## src/rtl/eopb_cfg.svh

```systemverilog
/*
 Address map, field positions, reset values and ranges for the Ethernet
 option parameter bank. Included by the design modules, the checker and the testbench.
*/
`ifndef EOPB_CFG_SVH
`define EOPB_CFG_SVH

// ----------------------------------------
// Register offsets (word index)
// ----------------------------------------
`define EOPB_A_VERSION     6'h00
`define EOPB_A_LED         6'h01
`define EOPB_A_OCTET0      6'h02
`define EOPB_A_OCTET_LAST  6'h0d
`define EOPB_A_SPEED       6'h0e
`define EOPB_A_IN_SEL      6'h0f
`define EOPB_A_STAT_CNT    6'h10
`define EOPB_A_STAT_SLOT0  6'h11
`define EOPB_A_STAT_SLOT7  6'h18
`define EOPB_A_OUT_SEL     6'h19
`define EOPB_A_CTRL_CNT    6'h1a
`define EOPB_A_CTRL_SLOT0  6'h1b
`define EOPB_A_CTRL_SLOT7  6'h22
`define EOPB_A_APPLY       6'h23
`define EOPB_A_STATUS      6'h24

// ----------------------------------------
// Values and limits
// ----------------------------------------
`define EOPB_SPEED_AUTO    2'h0
`define EOPB_SPEED_100     2'h1
`define EOPB_SPEED_10      2'h2
`define EOPB_SPEED_MAX     2'h2
`define EOPB_SEL_MAX       4'hb
`define EOPB_SEL_PARAM_MIN 4'h4
`define EOPB_SEL_LEGACY_CNT 4'h0
`define EOPB_OCTET_RST     8'h00
`define EOPB_SLOT_RST      16'h0000
`define EOPB_APPLY_VAL     16'h0001
`define EOPB_RESTART_CYC   4'h8
`define EOPB_WARM_CYC      3'h5
`define EOPB_SLOT_CNT      8
`define EOPB_OCTET_CNT     12

`endif

```

## src/rtl/eopb_pkg.sv

```systemverilog
/*
 Types shared by the parameter bank modules.
 Assumes eopb_cfg.svh is on the include path.
*/
package eopb_pkg;
  typedef enum logic [1:0] {
    EOPB_LINK_DOWN,
    EOPB_LINK_100,
    EOPB_LINK_10
  } eopb_speed_t;

  typedef struct packed {
    logic [5:0]  addr;
    logic [15:0] wdata;
    logic        wr;
    logic        rd;
  } eopb_req_t;

  typedef struct packed {
    logic        proto_ind;
    logic [3:0]  in_sel;
    logic [3:0]  out_sel;
    logic [3:0]  stat_cnt;
    logic [3:0]  ctrl_cnt;
    logic [1:0]  speed;
  } eopb_active_t;
endpackage : eopb_pkg

```

## src/rtl/eopb_bank.sv

```systemverilog
/*
 Ethernet option parameter bank: staged communication settings, apply
 mechanism, read-only mirrors and status/control address lists.
 Assumes a single 125 MHz ref_clk, synchronous active-low reset, a
 register master per the plain strobe port, and an asynchronous protocol
 switch pin and link ability pins.
*/
// Behaviour
// - Read-only module version, no operator entry
// - Four LED states mirrored, order by mode
// - Only IPv4 addressing supported
// - Twelve octet registers, each 0 to 255
// - First octet register is leftmost octet
// - Speed 0 auto, 1 100M, 2 10M
// - Auto picks highest available speed
// - Instance selectors hidden in TCP mode
// - Input selector 0..11, instance mapping
// - Output selector 0..11, instance mapping
// - Status count updates on apply, selector>=4
// - Control count updates on apply, selector>=4
// - Send values at first N status addresses
// - Write output words to first N addresses
// - Settings staged until apply written 1; status/control address lists act without apply
// - Apply restarts comms and commits to nonvolatile
// - Protocol latched at power-up or apply
`timescale 1ns/1ns
`include "eopb_cfg.svh"

module eopb_bank #(
  parameter logic [15:0] VERSION_CODE = 16'h0001 // Arbitrary value
) (
  // Clock and reset
  input  wire logic                 ref_clk,
  input  wire logic                 rst_n,
  // Register port
  input  wire logic [5:0]           reg_addr,
  input  wire logic [15:0]          reg_wdata,
  input  wire logic                 reg_wr,
  input  wire logic                 reg_rd,
  output logic [15:0]               reg_rdata,
  // Pins and indicator sources
  input  wire logic                 proto_switch,
  input  wire logic                 net_can_100,
  input  wire logic                 net_can_10,
  input  wire logic [3:0]           led_state,
  // Active configuration to the protocol engine
  output logic                      proto_ind,
  output logic [31:0]               ip_addr,
  output logic [31:0]               net_mask,
  output logic [31:0]               gateway,
  output logic [7:0]                in_instance,
  output logic [7:0]                out_instance,
  output logic [3:0]                stat_cnt,
  output logic [3:0]                ctrl_cnt,
  output eopb_pkg::eopb_speed_t     link_speed,
  output logic                      comm_restart,
  output logic                      nv_commit,
  // Cyclic data exchange with the drive parameter space
  input  wire logic [2:0]           stat_idx,
  output logic [15:0]               stat_param_addr,
  output logic                      stat_idx_valid,
  input  wire logic [2:0]           ctrl_idx,
  output logic [15:0]               ctrl_param_addr,
  output logic                      ctrl_idx_valid
);
  // ----------------------------------------
  // Functions
  // ----------------------------------------
  function automatic logic [7:0] in_inst_of(input logic [3:0] sel);
    case (sel)
      4'h0: in_inst_of = 8'h46;
      4'h1: in_inst_of = 8'h47;
      4'h2: in_inst_of = 8'h6e;
      4'h3: in_inst_of = 8'h6f;
      default: in_inst_of = 8'(8'h89 + {4'h0, sel}); // 141 + sel - 4
    endcase
  endfunction : in_inst_of

  function automatic logic [7:0] out_inst_of(input logic [3:0] sel);
    case (sel)
      4'h0: out_inst_of = 8'h14;
      4'h1: out_inst_of = 8'h15;
      4'h2: out_inst_of = 8'h64;
      4'h3: out_inst_of = 8'h65;
      default: out_inst_of = 8'(8'h75 + {4'h0, sel}); // 121 + sel - 4
    endcase
  endfunction : out_inst_of

  function automatic logic [3:0] cnt_of(input logic [3:0] sel);
    cnt_of = 4'(sel - 4'h3);
  endfunction : cnt_of

  function automatic logic is_wr(input logic [5:0] a, input logic [5:0] base);
    is_wr = reg_wr && (reg_addr == base) && (a == base);
  endfunction : is_wr

  // ----------------------------------------
  // Pin synchronisers
  // ----------------------------------------
  logic [2:0] sw_sync;
  logic [2:0] c100_sync;
  logic [2:0] c10_sync;
  logic       sw_level;
  logic       c100_level;
  logic       c10_level;

  always_ff @(posedge ref_clk) begin
    if (!rst_n) begin
      sw_sync   <= 3'h0;
      c100_sync <= 3'h0;
      c10_sync  <= 3'h0;
    end else begin
      sw_sync   <= {sw_sync[1:0], proto_switch};
      c100_sync <= {c100_sync[1:0], net_can_100};
      c10_sync  <= {c10_sync[1:0], net_can_10};
    end
  end

  always_ff @(posedge ref_clk) begin
    if (!rst_n) begin
      sw_level   <= 1'b0;
      c100_level <= 1'b0;
      c10_level  <= 1'b0;
    end else begin
      if (sw_sync[1] == sw_sync[2]) begin
        sw_level <= sw_sync[2];
      end
      if (c100_sync[1] == c100_sync[2]) begin
        c100_level <= c100_sync[2];
      end
      if (c10_sync[1] == c10_sync[2]) begin
        c10_level <= c10_sync[2];
      end
    end
  end

  // ----------------------------------------
  // Staged settings
  // ----------------------------------------
  logic [7:0]  octet      [`EOPB_OCTET_CNT];
  logic [1:0]  speed_stage;
  logic [3:0]  in_sel;
  logic [3:0]  out_sel;
  logic [15:0] stat_slot  [`EOPB_SLOT_CNT];
  logic [15:0] ctrl_slot  [`EOPB_SLOT_CNT];
  logic        apply_req;
  logic        bad_write;

  always_ff @(posedge ref_clk) begin
    if (!rst_n) begin
      for (int i = 0; i < `EOPB_OCTET_CNT; i++) begin
        octet[i] <= `EOPB_OCTET_RST;
      end
    end else if (reg_wr && reg_addr >= `EOPB_A_OCTET0 && reg_addr <= `EOPB_A_OCTET_LAST) begin
      octet[4'(reg_addr - `EOPB_A_OCTET0)] <= reg_wdata[7:0];
    end
  end

  always_ff @(posedge ref_clk) begin
    if (!rst_n) begin
      speed_stage <= `EOPB_SPEED_AUTO;
      in_sel      <= 4'h0;
      out_sel     <= 4'h0;
    end else if (reg_wr) begin
      if (reg_addr == `EOPB_A_SPEED && reg_wdata <= 16'({14'h0, `EOPB_SPEED_MAX})) begin
        speed_stage <= reg_wdata[1:0];
      end
      if (reg_addr == `EOPB_A_IN_SEL && reg_wdata <= 16'({12'h0, `EOPB_SEL_MAX})) begin
        in_sel <= reg_wdata[3:0];
      end
      if (reg_addr == `EOPB_A_OUT_SEL && reg_wdata <= 16'({12'h0, `EOPB_SEL_MAX})) begin
        out_sel <= reg_wdata[3:0];
      end
    end
  end

  always_ff @(posedge ref_clk) begin
    if (!rst_n) begin
      bad_write <= 1'b0;
    end else if (reg_wr) begin
      bad_write <= (reg_addr == `EOPB_A_SPEED && reg_wdata > 16'({14'h0, `EOPB_SPEED_MAX}))
        || ((reg_addr == `EOPB_A_IN_SEL || reg_addr == `EOPB_A_OUT_SEL)
            && reg_wdata > 16'({12'h0, `EOPB_SEL_MAX}));
    end
  end

  always_ff @(posedge ref_clk) begin
    if (!rst_n) begin
      for (int i = 0; i < `EOPB_SLOT_CNT; i++) begin
        stat_slot[i] <= `EOPB_SLOT_RST;
        ctrl_slot[i] <= `EOPB_SLOT_RST;
      end
    end else if (reg_wr) begin
      if (reg_addr >= `EOPB_A_STAT_SLOT0 && reg_addr <= `EOPB_A_STAT_SLOT7) begin
        stat_slot[3'(reg_addr - `EOPB_A_STAT_SLOT0)] <= reg_wdata;
      end
      if (reg_addr >= `EOPB_A_CTRL_SLOT0 && reg_addr <= `EOPB_A_CTRL_SLOT7) begin
        ctrl_slot[3'(reg_addr - `EOPB_A_CTRL_SLOT0)] <= reg_wdata;
      end
    end
  end

  assign apply_req = is_wr(reg_addr, `EOPB_A_APPLY) && reg_wdata == `EOPB_APPLY_VAL;

  // ----------------------------------------
  // Apply and restart
  // ----------------------------------------
  logic        started;
  logic [2:0]  warm_cnt;
  logic [3:0]  restart_cnt;
  logic [1:0]  speed_act;

  // Power-up latch stays open until the switch filter has settled
  always_ff @(posedge ref_clk) begin
    if (!rst_n) begin
      warm_cnt <= 3'h0;
    end else if (!started) begin
      warm_cnt <= 3'(warm_cnt + 3'h1);
    end
  end

  assign started = warm_cnt == `EOPB_WARM_CYC;

  always_ff @(posedge ref_clk) begin
    if (!rst_n) begin
      proto_ind <= 1'b0;
    end else if (!started || apply_req) begin
      proto_ind <= sw_level;
    end
  end

  always_ff @(posedge ref_clk) begin
    if (!rst_n) begin
      ip_addr   <= 32'h0000_0000;
      net_mask  <= 32'h0000_0000;
      gateway   <= 32'h0000_0000;
      speed_act <= `EOPB_SPEED_AUTO;
      in_instance  <= 8'h00;
      out_instance <= 8'h00;
    end else if (apply_req) begin
      // Leftmost octet in the top byte, IPv4 only
      ip_addr   <= {octet[0], octet[1], octet[2], octet[3]};
      net_mask  <= {octet[4], octet[5], octet[6], octet[7]};
      gateway   <= {octet[8], octet[9], octet[10], octet[11]};
      speed_act <= speed_stage;
      in_instance  <= in_inst_of(in_sel);
      out_instance <= out_inst_of(out_sel);
    end
  end

  always_ff @(posedge ref_clk) begin
    if (!rst_n) begin
      stat_cnt <= `EOPB_SEL_LEGACY_CNT;
      ctrl_cnt <= `EOPB_SEL_LEGACY_CNT;
    end else if (apply_req) begin
      if (in_sel >= `EOPB_SEL_PARAM_MIN) begin
        stat_cnt <= cnt_of(in_sel);
      end
      if (out_sel >= `EOPB_SEL_PARAM_MIN) begin
        ctrl_cnt <= cnt_of(out_sel);
      end
    end
  end

  always_ff @(posedge ref_clk) begin
    if (!rst_n) begin
      restart_cnt <= 4'h0;
      nv_commit   <= 1'b0;
    end else begin
      nv_commit <= apply_req;
      if (apply_req) begin
        restart_cnt <= `EOPB_RESTART_CYC;
      end else if (restart_cnt != 4'h0) begin
        restart_cnt <= 4'(restart_cnt - 4'h1);
      end
    end
  end

  assign comm_restart = restart_cnt != 4'h0;

  eopb_speed_pick u_speed (
    .ref_clk    (ref_clk),
    .rst_n      (rst_n),
    .speed_sel  (speed_act),
    .can_100    (c100_level),
    .can_10     (c10_level),
    .link_speed (link_speed)
  );

  // ----------------------------------------
  // Cyclic slot lookup
  // ----------------------------------------
  always_ff @(posedge ref_clk) begin
    if (!rst_n) begin
      stat_param_addr <= `EOPB_SLOT_RST;
      stat_idx_valid  <= 1'b0;
      ctrl_param_addr <= `EOPB_SLOT_RST;
      ctrl_idx_valid  <= 1'b0;
    end else begin
      stat_param_addr <= stat_slot[stat_idx];
      stat_idx_valid  <= {1'b0, stat_idx} < stat_cnt;
      ctrl_param_addr <= ctrl_slot[ctrl_idx];
      ctrl_idx_valid  <= {1'b0, ctrl_idx} < ctrl_cnt;
    end
  end

  // ----------------------------------------
  // Read path
  // ----------------------------------------
  logic [15:0] next_rdata;

  always_comb begin
    next_rdata = 16'h0000;
    if (reg_addr >= `EOPB_A_OCTET0 && reg_addr <= `EOPB_A_OCTET_LAST) begin
      next_rdata = {8'h00, octet[4'(reg_addr - `EOPB_A_OCTET0)]};
    end else if (reg_addr >= `EOPB_A_STAT_SLOT0 && reg_addr <= `EOPB_A_STAT_SLOT7) begin
      next_rdata = stat_slot[3'(reg_addr - `EOPB_A_STAT_SLOT0)];
    end else if (reg_addr >= `EOPB_A_CTRL_SLOT0 && reg_addr <= `EOPB_A_CTRL_SLOT7) begin
      next_rdata = ctrl_slot[3'(reg_addr - `EOPB_A_CTRL_SLOT0)];
    end else begin
      case (reg_addr)
        `EOPB_A_VERSION:  next_rdata = VERSION_CODE;
        `EOPB_A_LED:      next_rdata = {12'h000, led_state};
        `EOPB_A_SPEED:    next_rdata = {14'h0000, speed_stage};
        // Selectors only visible in industrial-protocol mode
        `EOPB_A_IN_SEL:   next_rdata = proto_ind ? {12'h000, in_sel} : 16'h0000;
        `EOPB_A_OUT_SEL:  next_rdata = proto_ind ? {12'h000, out_sel} : 16'h0000;
        `EOPB_A_STAT_CNT: next_rdata = {12'h000, stat_cnt};
        `EOPB_A_CTRL_CNT: next_rdata = {12'h000, ctrl_cnt};
        `EOPB_A_APPLY:    next_rdata = 16'h0000;
        `EOPB_A_STATUS:   next_rdata = {12'h000, bad_write, comm_restart,
                                        link_speed == eopb_pkg::EOPB_LINK_100, proto_ind};
        default:          next_rdata = 16'h0000;
      endcase
    end
  end

  always_ff @(posedge ref_clk) begin
    if (!rst_n) begin
      reg_rdata <= 16'h0000;
    end else if (reg_rd) begin
      reg_rdata <= next_rdata;
    end else begin
      reg_rdata <= 16'h0000;
    end
  end
endmodule : eopb_bank

```

## src/rtl/eopb_speed_pick.sv

```systemverilog
/*
 Link speed resolution: forced or auto, auto takes the fastest offered.
 Assumes link ability inputs are already synchronised to ref_clk.
*/
`timescale 1ns/1ns
`include "eopb_cfg.svh"

module eopb_speed_pick (
  // Clock and reset
  input  wire logic                 ref_clk,
  input  wire logic                 rst_n,
  // Selection and network ability
  input  wire logic [1:0]           speed_sel,
  input  wire logic                 can_100,
  input  wire logic                 can_10,
  // Result
  output eopb_pkg::eopb_speed_t     link_speed
);
  always_ff @(posedge ref_clk) begin
    if (!rst_n) begin
      link_speed <= eopb_pkg::EOPB_LINK_DOWN;
    end else begin
      case (speed_sel)
        `EOPB_SPEED_AUTO: begin
          if (can_100) begin
            link_speed <= eopb_pkg::EOPB_LINK_100;
          end else if (can_10) begin
            link_speed <= eopb_pkg::EOPB_LINK_10;
          end else begin
            link_speed <= eopb_pkg::EOPB_LINK_DOWN;
          end
        end
        `EOPB_SPEED_100: begin
          link_speed <= can_100 ? eopb_pkg::EOPB_LINK_100 : eopb_pkg::EOPB_LINK_DOWN;
        end
        `EOPB_SPEED_10: begin
          link_speed <= can_10 ? eopb_pkg::EOPB_LINK_10 : eopb_pkg::EOPB_LINK_DOWN;
        end
        default: begin
          link_speed <= eopb_pkg::EOPB_LINK_DOWN;
        end
      endcase
    end
  end
endmodule : eopb_speed_pick

```

## config.mk

```make
export PLATFORM = sky130hd
export DESIGN_NAME = eopb_bank
export DESIGN_NICKNAME = d
export VERILOG_FILES = /design/src/rtl/eopb_pkg.sv /design/src/rtl/eopb_bank.sv /design/src/rtl/eopb_speed_pick.sv
export VERILOG_INCLUDE_DIRS = /design/src /design/src/rtl
export SDC_FILE = /design/constraint.sdc
export NUM_CORES = 1
export LEC_CHECK = 0
export BUFFER_PORTS_ARGS = -buffer_cell sky130_fd_sc_hd__buf_2
export CAP_MARGIN = 10
export CORE_UTILIZATION = 60
export DETAILED_ROUTE_END_ITERATION = 8
export MAX_ROUTING_LAYER = met4
export PLACE_DENSITY = 0.86
export SYNTH_ARGS = -nofsm -noshare
export SYNTH_HDL_FRONTEND = slang
export SYNTH_SLANG_ARGS = --single-unit
export TNS_END_PERCENT = 1
```

## constraint.sdc

```tcl
create_clock -name ref_clk -period 4.5 [get_ports ref_clk]
set_input_delay 0.225 -clock ref_clk [delete_from_list [all_inputs] [get_ports ref_clk]]
set_output_delay 0.225 -clock ref_clk [all_outputs]
set_load 0.05 [all_outputs]
```

==> results of run 1 <==
-- per-stage QoR --
stage,total power [mW],utilization [%]
after floorplan,7.036,-
after global placement,7.410,64.88
after detailed placement,7.458,64.88
after CTS,12.45,69.59
after global routing,12.76,69.65
final,12.45,69.66
-- cells by family after synthesis --
family                   Yosys count
AO/OA/AOI/OAI                    260
XOR/XNOR                          10
adder cells (fa/ha/maj)           24
buffers and inverters            182
flip-flops                       590
multiplexers                     257
AND/OR/NAND/NOR                  812
-- final timing paths --
check / startpoint / to / slack [ns] / cells past startpoint
max: reg_addr[0] / stat_slot[2][12] / 1.40 / 6
min: reg_wdata[3] / nv_commit / 0.13 / 4
max reg2reg: proto_ind / reg_rdata[0] / 2.53 / 6
min reg2reg: speed_act[0] / u_speed.link_speed[1] / 0.45 / 1
-- layout by cell type, fill, tap and decap left out, types with 36 or more instances in the layout --
cell type / n
edfxtp_1: 384
and2_1: 364
mux4_2: 138
nor2b_1: 48
dfxtp_1: 206
mux2i_1: 108
buf_2: 212
clkbuf_16: 66
a21boi_0: 101
nand2_1: 267
nor2_1: 36
buf_4: 51
-- flip-flops by register name, summed over array words and instances, names as in the netlist, 3 cells and up --
signal and cells:
out_sel 4, stat_cnt 4, stat_param_addr 16, ctrl_slot 128
ip_addr 32, ctrl_param_addr 16, stat_slot 128, in_sel 4
in_instance 8, ctrl_cnt 4, gateway 32, net_mask 32
c10_sync 3, warm_cnt 3, c100_sync 3, octet 128
restart_cnt 4, sw_sync 3, out_instance 8, reg_rdata 16
-- critical path, cell delays in order --
cell     delay [ns]
buf_6          0.35
buf_4          0.93
nand3_1        0.36
or2_1          0.48
o21ai_1        0.66
buf_4          0.30
-- metal layers --
metal	vias up	routed length, microns	global-route usage, %
met5	-	0	-
met4	0	2356	10.64
met3	172	8404	6.907
met2	1199	34090	49.43
met1	9182	27230	42.52
li1	8046	-	-
-- area by class of cell --
cell class | instances | area (sq um)
Clock buffer | 80 | 1789
Multi-Input combinational cell | 1363 | 10910
Sequential cell | 590 | 15660
Antenna cell | 5 | 12.51
Fill cell | 2916 | 13510
Timing Repair Buffer | 274 | 1578
Inverter | 20 | 75.07
Clock inverter | 30 | 246.5
Tap cell | 592 | 740.7
-- power groups by stage --
stage	sequential [mW]	clock (mW)	combinational, mW
after floorplan	6.29	0	0.743
after global placement	6.23	0	1.18
after detailed placement	6.24	0	1.21
after CTS	6.13	5.09	1.23
after global routing	6.16	5.31	1.30
final	6.14	5.07	1.24
==> impl_results.md, run 1 <==
* Worst vdd ir at approximately 350 uV
* Die Ht at between 200 and 250 microns
* Vias in the first global route at ~18000
* Post-synth EDFFs at 384
* Largest net degree at the start of global routing at ~100
* Worst Path Required at 4.82 ns
* Crit start category: primary input
* Hold_buf cts at 6
* Net Sw Frac at 24.37%
* Yosys reg bits at 590
* Hold Crit Class: in2reg
* CTS Buf Count at between 50 and 60
* Most common cell in the netlist: edfxtp_1
* WL per Instance at 24.40 microns
* Leakage at 11.67 nW
* Hold Vio Cnt, Final at 0
* Largest family of logic cells by synthesized area: simple AND/OR/NAND/NOR gates
* Fmax at 323.1 MHz
* WL final at 72.08 mm
* CTS sink count at 590
* Post-layout min period at 3.095 ns
* Placed cell area at roughly 29000 sq um
* CP Capture Type: register
* Yosys top cell by area: edfxtp_1
* Core Rows at 77
* PD cells at 401.7 nW/um^2
* Multiplexer share of the synthesized area at around 16%
* Status: finished clean
* Syn Inst Count at 2135
* Compound-Gate Fraction of Synth Area at about 6.6%
* Number of gates resized after cts at 0
* Synth Area in XOR/XNOR at 0.3482%
* Crit Path Category: in2reg
* Post-Place Cells at ~2800
* Clock-pin slew on the worst setup and hold paths at ~0.06 ns
* Post-Synth Adder-Cell Area at under 10%
* Worst-Skew Late Latency at 0.62 ns
* CORE AREA at 44510 sq um
* Post-route setup TNS at 0 ns
* Hpwl dp at between 40 and 50 mm
* Via density at 6.296
* P_int at 9.418 mW
* Die ar. at 46370 sq um
* Commonest cells post-synth: edfxtp_1, and2_1, nand2_1
* CTS tree: built
* # H-tree levels at 2
* Layout Skew at between 0.015 and 0.02 ns
* Clock Power Share at ~41%
* Sequential area share after synthesis at a little under three fifths
* Comb power frac at 10.0%
* CP Data Arrival Time at 3.42 ns
* Area contributors post-synth: edfxtp_1, dfxtp_1, mux4_2
* Max_slew headroom at between 15 and 20%
* 1st-pass router iterations at 5
* Fin worst setup slack at roughly 1.4 ns
* Final setup violation count at 0
* Gr usage total at 32.07%
* Buffer depth of the longest clock path at 3
* Nets at 2371
* IO Count at 214
* Top FF cell, synth: edfxtp_1
* Maximum fanout along the worst path at 65
* Yosys warnings at 0
* Syn_nets at 2198
* Synth unique cells at 63
* Final GP Congestion at 0.9443
* Grt total ovfl at 0
* Post-synth ARST share at 0%
* Synth top area share at 42.23%
* Sw Pwr at 3.036 mW
* Initial antenna violation count at 4
* Worst-Margin Slew at about 1.2 ns
* Final Max Slew Viols at 0
* Initial core utilization at 61.35%
* Setup Fix Bufs, Post-CTS at 0
* Syn_area_per_cell at 12.79 sq um
* Vias at approximately 19000
* Synthesis-to-finish area growth at 13.54%
* Port Buf Inserts at between 200 and 250
* Number of max-cap violations at 0
* Final hold slack at 0.1312 ns
* Root Buffer: clkbuf_16
* First-pass GRT wire length at 109.6 mm
* Residual DRC at 0
* Simple-gate share of the synthesized area at 16.08%
* 1st-iter DRT viols at 2350
* Mapped Area at 27310 sq um
* Seq pwr share at 49.3%
* Period utilization at 68.78%
* Die width at 215.3 microns
* Layout Cells excl Fill at 2954
* Final cell area excluding filler cells at 31000 sq um
* RSZ-0062 raised after global routing: false
* Pre-CTS setup slack at 0.8771 ns
* Routed Antenna Nets at 0
* Share of layout cells above drive strength 1 at 23.25%
No activity file was read; power rests on OpenSTA's default activity.
==> run 2, diff against run 1 <==
- CORE_UTILIZATION: 60 -> 55
- PLACE_DENSITY: 0.86 -> 0.83
- clock period: 4.5 -> 2.6 ns (I/O delays scaled with it)
==> run 2 against run 1 <==
- utilization decreased by 4.2 points
- total power up 78%
- die area increased by 9.0%
- cell count grew 5.3%
- via count rose by 1.3%
- sequential power grew 73%
- combinational power increased by 81%
- critical path type unchanged
- largest cell class unchanged
- largest power group unchanged
==> impl_results.md, run 2 (synthesized netlist as in run 1, its figures left out) <==
* Top flop regs: ctrl_slot x128, octet x128, stat_slot x128
* Fin worst setup slack at 0.4693 ns (-0.9357 ns)
* Via density at 6.054 (-3.8%)
* Reg area at 15660 sq um (unchanged)
* Share of layout cells above drive strength 1 at 25.91% (+2.7 points)
* CP Capture Type: register
* Final GP Congestion at 0.9423 (-0.21%)
* Residual DRC at 0 (unchanged)
* Hold Path Cell Cnt at 2 (-2)
* Hold EP: stat_slot[2][8]
* # fillers at 3422 (+17%)
* Commonest non-fill, non-tap cell in the layout: edfxtp_1
* Routed Antenna Nets at 0 (unchanged)
* Seq pwr share at 47.9% (-1.4 points)
* WL per Instance at 23.84 microns (-2.3%)
* Synthesis-to-finish area growth at 17.28%
* IO Count at 214 (unchanged)
* Net Sw Frac at 24.08% (-0.30 points)
* Final Max Slew Viols at 0 (unchanged)
* Pre-CTS setup slack at 0.1136 ns (-0.7635 ns)
* Crit start category: primary input
* Worst vdd ir at 609.4 uV (+76%)
* Maximum fanout along the worst path at 8 (-88%)
* PnR Total Power at 22.16 mW (+78%)
* Die Ht at 224.8 microns (+4.4%)
* Crit path launch: reg_wr
* Gr usage total at 30.33% (-1.7 points)
* Port Buf Inserts at 213 (unchanged)
* WL final at 74.16 mm (+2.9%)
* Sw Pwr at 5.337 mW (+76%)
* Slowest CP cell: o21ai_0
* Initial core utilization at 55.79% (-5.6 points)
* CP Cell Sequence: dlygate4sd3_1, buf_2, nand2_1, nor3_1, nand2_1, o21ai_0
* Worst-Margin Slew at 1.100 ns (-0.1414 ns)
* Core Rows at 81 (+5.2%)
* Hold Crit Class: in2reg
* Setup Fix Bufs, Post-CTS at 0 (unchanged)
* 1st-iter DRT viols at 1929 (-18%)
* CORE AREA at 48950 sq um (+10%)
* Fmax at 469.3 MHz
* Vias in the first global route at 18794 (+2.0%)
* P_int at 16.83 mW (+79%)
* Worst path most repeated cell: nand2_1
* Worst R2R Setup Slack at 0.73 ns (-1.80 ns)
* Crit Path Category: in2reg
* Hold Vio Cnt, Final at 0 (unchanged)
* FF-to-FF path depth at 6 (unchanged)
* Grt total ovfl at 0 (unchanged)
* Max_slew headroom at 25.90% (+9.3 points)
* Worst-Skew Late Latency at 0.64 ns (+0.02 ns)
* CTS Buf Count at 59 (unchanged)
* Die ar. at 50540 sq um (+9.0%)
* Most frequent cells in the layout: edfxtp_1, and2_1, nand2_1, buf_2, dfxtp_1
* CTS sink count at 590 (unchanged)
* RR Startpoint: proto_ind
* Largest net degree at the start of global routing at 219 (+110%)
* Buffer depth of the longest clock path at 3 (unchanged)
* Hold Startpoint: reg_wdata[8]
* # H-tree levels at 2 (unchanged)
* Nets at 2456 (+3.6%)
* Status: finished clean
* Leakage at 12.19 nW (+4.5%)
* Worst Path Required at 2.86 ns (-1.96 ns)
* Worst r2r dst: reg_rdata[3]
* Hpwl dp at 48.67 mm (+1.2%)
* Root Buffer: clkbuf_16
* CP Data Arrival Time at 2.39 ns (-1.03 ns)
* Final setup violation count at 0 (unchanged)
* PD cells at 692.0 nW/um^2 (+72%)
* Critical Path Max Stage Delay at 0.87 ns (-0.06 ns)
* RSZ-0062 raised after global routing: false
* Layout Skew at 0.03721 ns (+0.01879 ns)
* 1st-pass router iterations at 8 (+3)
* CTS tree: built
* Post-layout min period at 2.131 ns
* First-pass GRT wire length at 111.8 mm (+2.0%)
* Initial antenna violation count at 4 (unchanged)
* Die width at 224.8 microns (+4.4%)
* Multi-input gate area at 10920 sq um (+0.10%)
* Comb power frac at 10.1% (about the same)
* Clock-pin slew on the worst setup and hold paths at 0.07 ns (about the same)
* Vias at 18835 (+1.3%)
* Number of max-cap violations at 0 (unchanged)
* Period utilization at 81.95%
* Clock Power Share at 42.0% (+1.3 points)
## run 2: changes by cell type in the layout (fill, tap and decap cells not counted), moves of 2 or more
cell	change
o21ai_2	+3
bufinv_16	+5
clkinv_2	-5
clkbuf_1	+5
o21ai_1	-3
clkinv_4	-2
buf_4	+73
buf_12	+13
clkinv_1	-2
inv_6	+3
## run 2: layout make-up
cell class | instances | share of cell area, %
clock inverter | 29 | 1.203
sequential | 590 | 48.88
timing repair buffer | 359 | 7.431
antenna | 4 | 0.03125
multi-input combinational | 1363 | 34.10
clock buffer | 82 | 5.528
tap | 664 | 2.594
inverter | 20 | 0.2344
## run 2: worst max path at each step
stage                                   to  slack, ns  cells past startpoint
after floorplan            stat_slot[6][0]      -0.11                      9
after global placement    stat_slot[2][11]       0.18                      9
after detailed placement   stat_slot[1][9]       0.11                     10
after CTS                     octet[11][4]       0.56                      6
after global routing          octet[11][4]       0.36                      6
final                         octet[11][6]       0.47                      6
## run 2: critical path: cells and delay by family
family	cells	cell delay, ns
AOI/OAI and AO/OA	1	0.87
buffers and inverters	2	0.77
and+or+nand+nor	3	0.61
## run 2: layer usage
metal | vias up | share of wire (%) | track usage, %
li1 | 8222 | - | -
met1 | 9377 | 38 | 38.50
met3 | 163 | 9.7 | 5.121
met4 | 0 | 3.2 | 11.10
met2 | 1073 | 49 | 49.14
met5 | - | 0 | -
## run 2: power groups by stage
| stage | registers [mW] | logic (mW) | clock network (mW) |
|---|---|---|---|
| 2_1_floorplan | 10.9 | 1.29 | 0 |
| 3_3_place_gp | 10.8 | 2.16 | 0 |
| 3_5_place_dp | 10.8 | 2.21 | 0 |
| 4_1_cts | 10.6 | 2.23 | 9.39 |
| 5_1_grt | 10.6 | 2.36 | 9.75 |
| 6_report | 10.6 | 2.25 | 9.30 |
## run 2: what timing repair did
action	4_1_cts	5_1_grt
endpoints found under the hold margin	9	0
endpoints found under the setup margin	0	0
gates resized for setup	0	0
hold buffers	7	0
## run 2: per-stage QoR
| stage | TNS (ns) | util (%) | instance area [sq um] | instances | hold WS (ns) |
|---|---|---|---|---|---|
| finish | 0 | 65.42 | 32030 | 3111 | 0.04063 |
| global route | 0 | 65.42 | 32030 | 3111 | 0.03306 |
| CTS | 0 | 65.40 | 32020 | 3107 | 0.003959 |
| detailed placement | 0 | 60.86 | 29790 | 2989 | 0.3456 |
| global placement | 0 | 60.86 | 29790 | 2989 | 0.3415 |
| floorplan | -6.358 | - | 27320 | 2135 | 0.2289 |
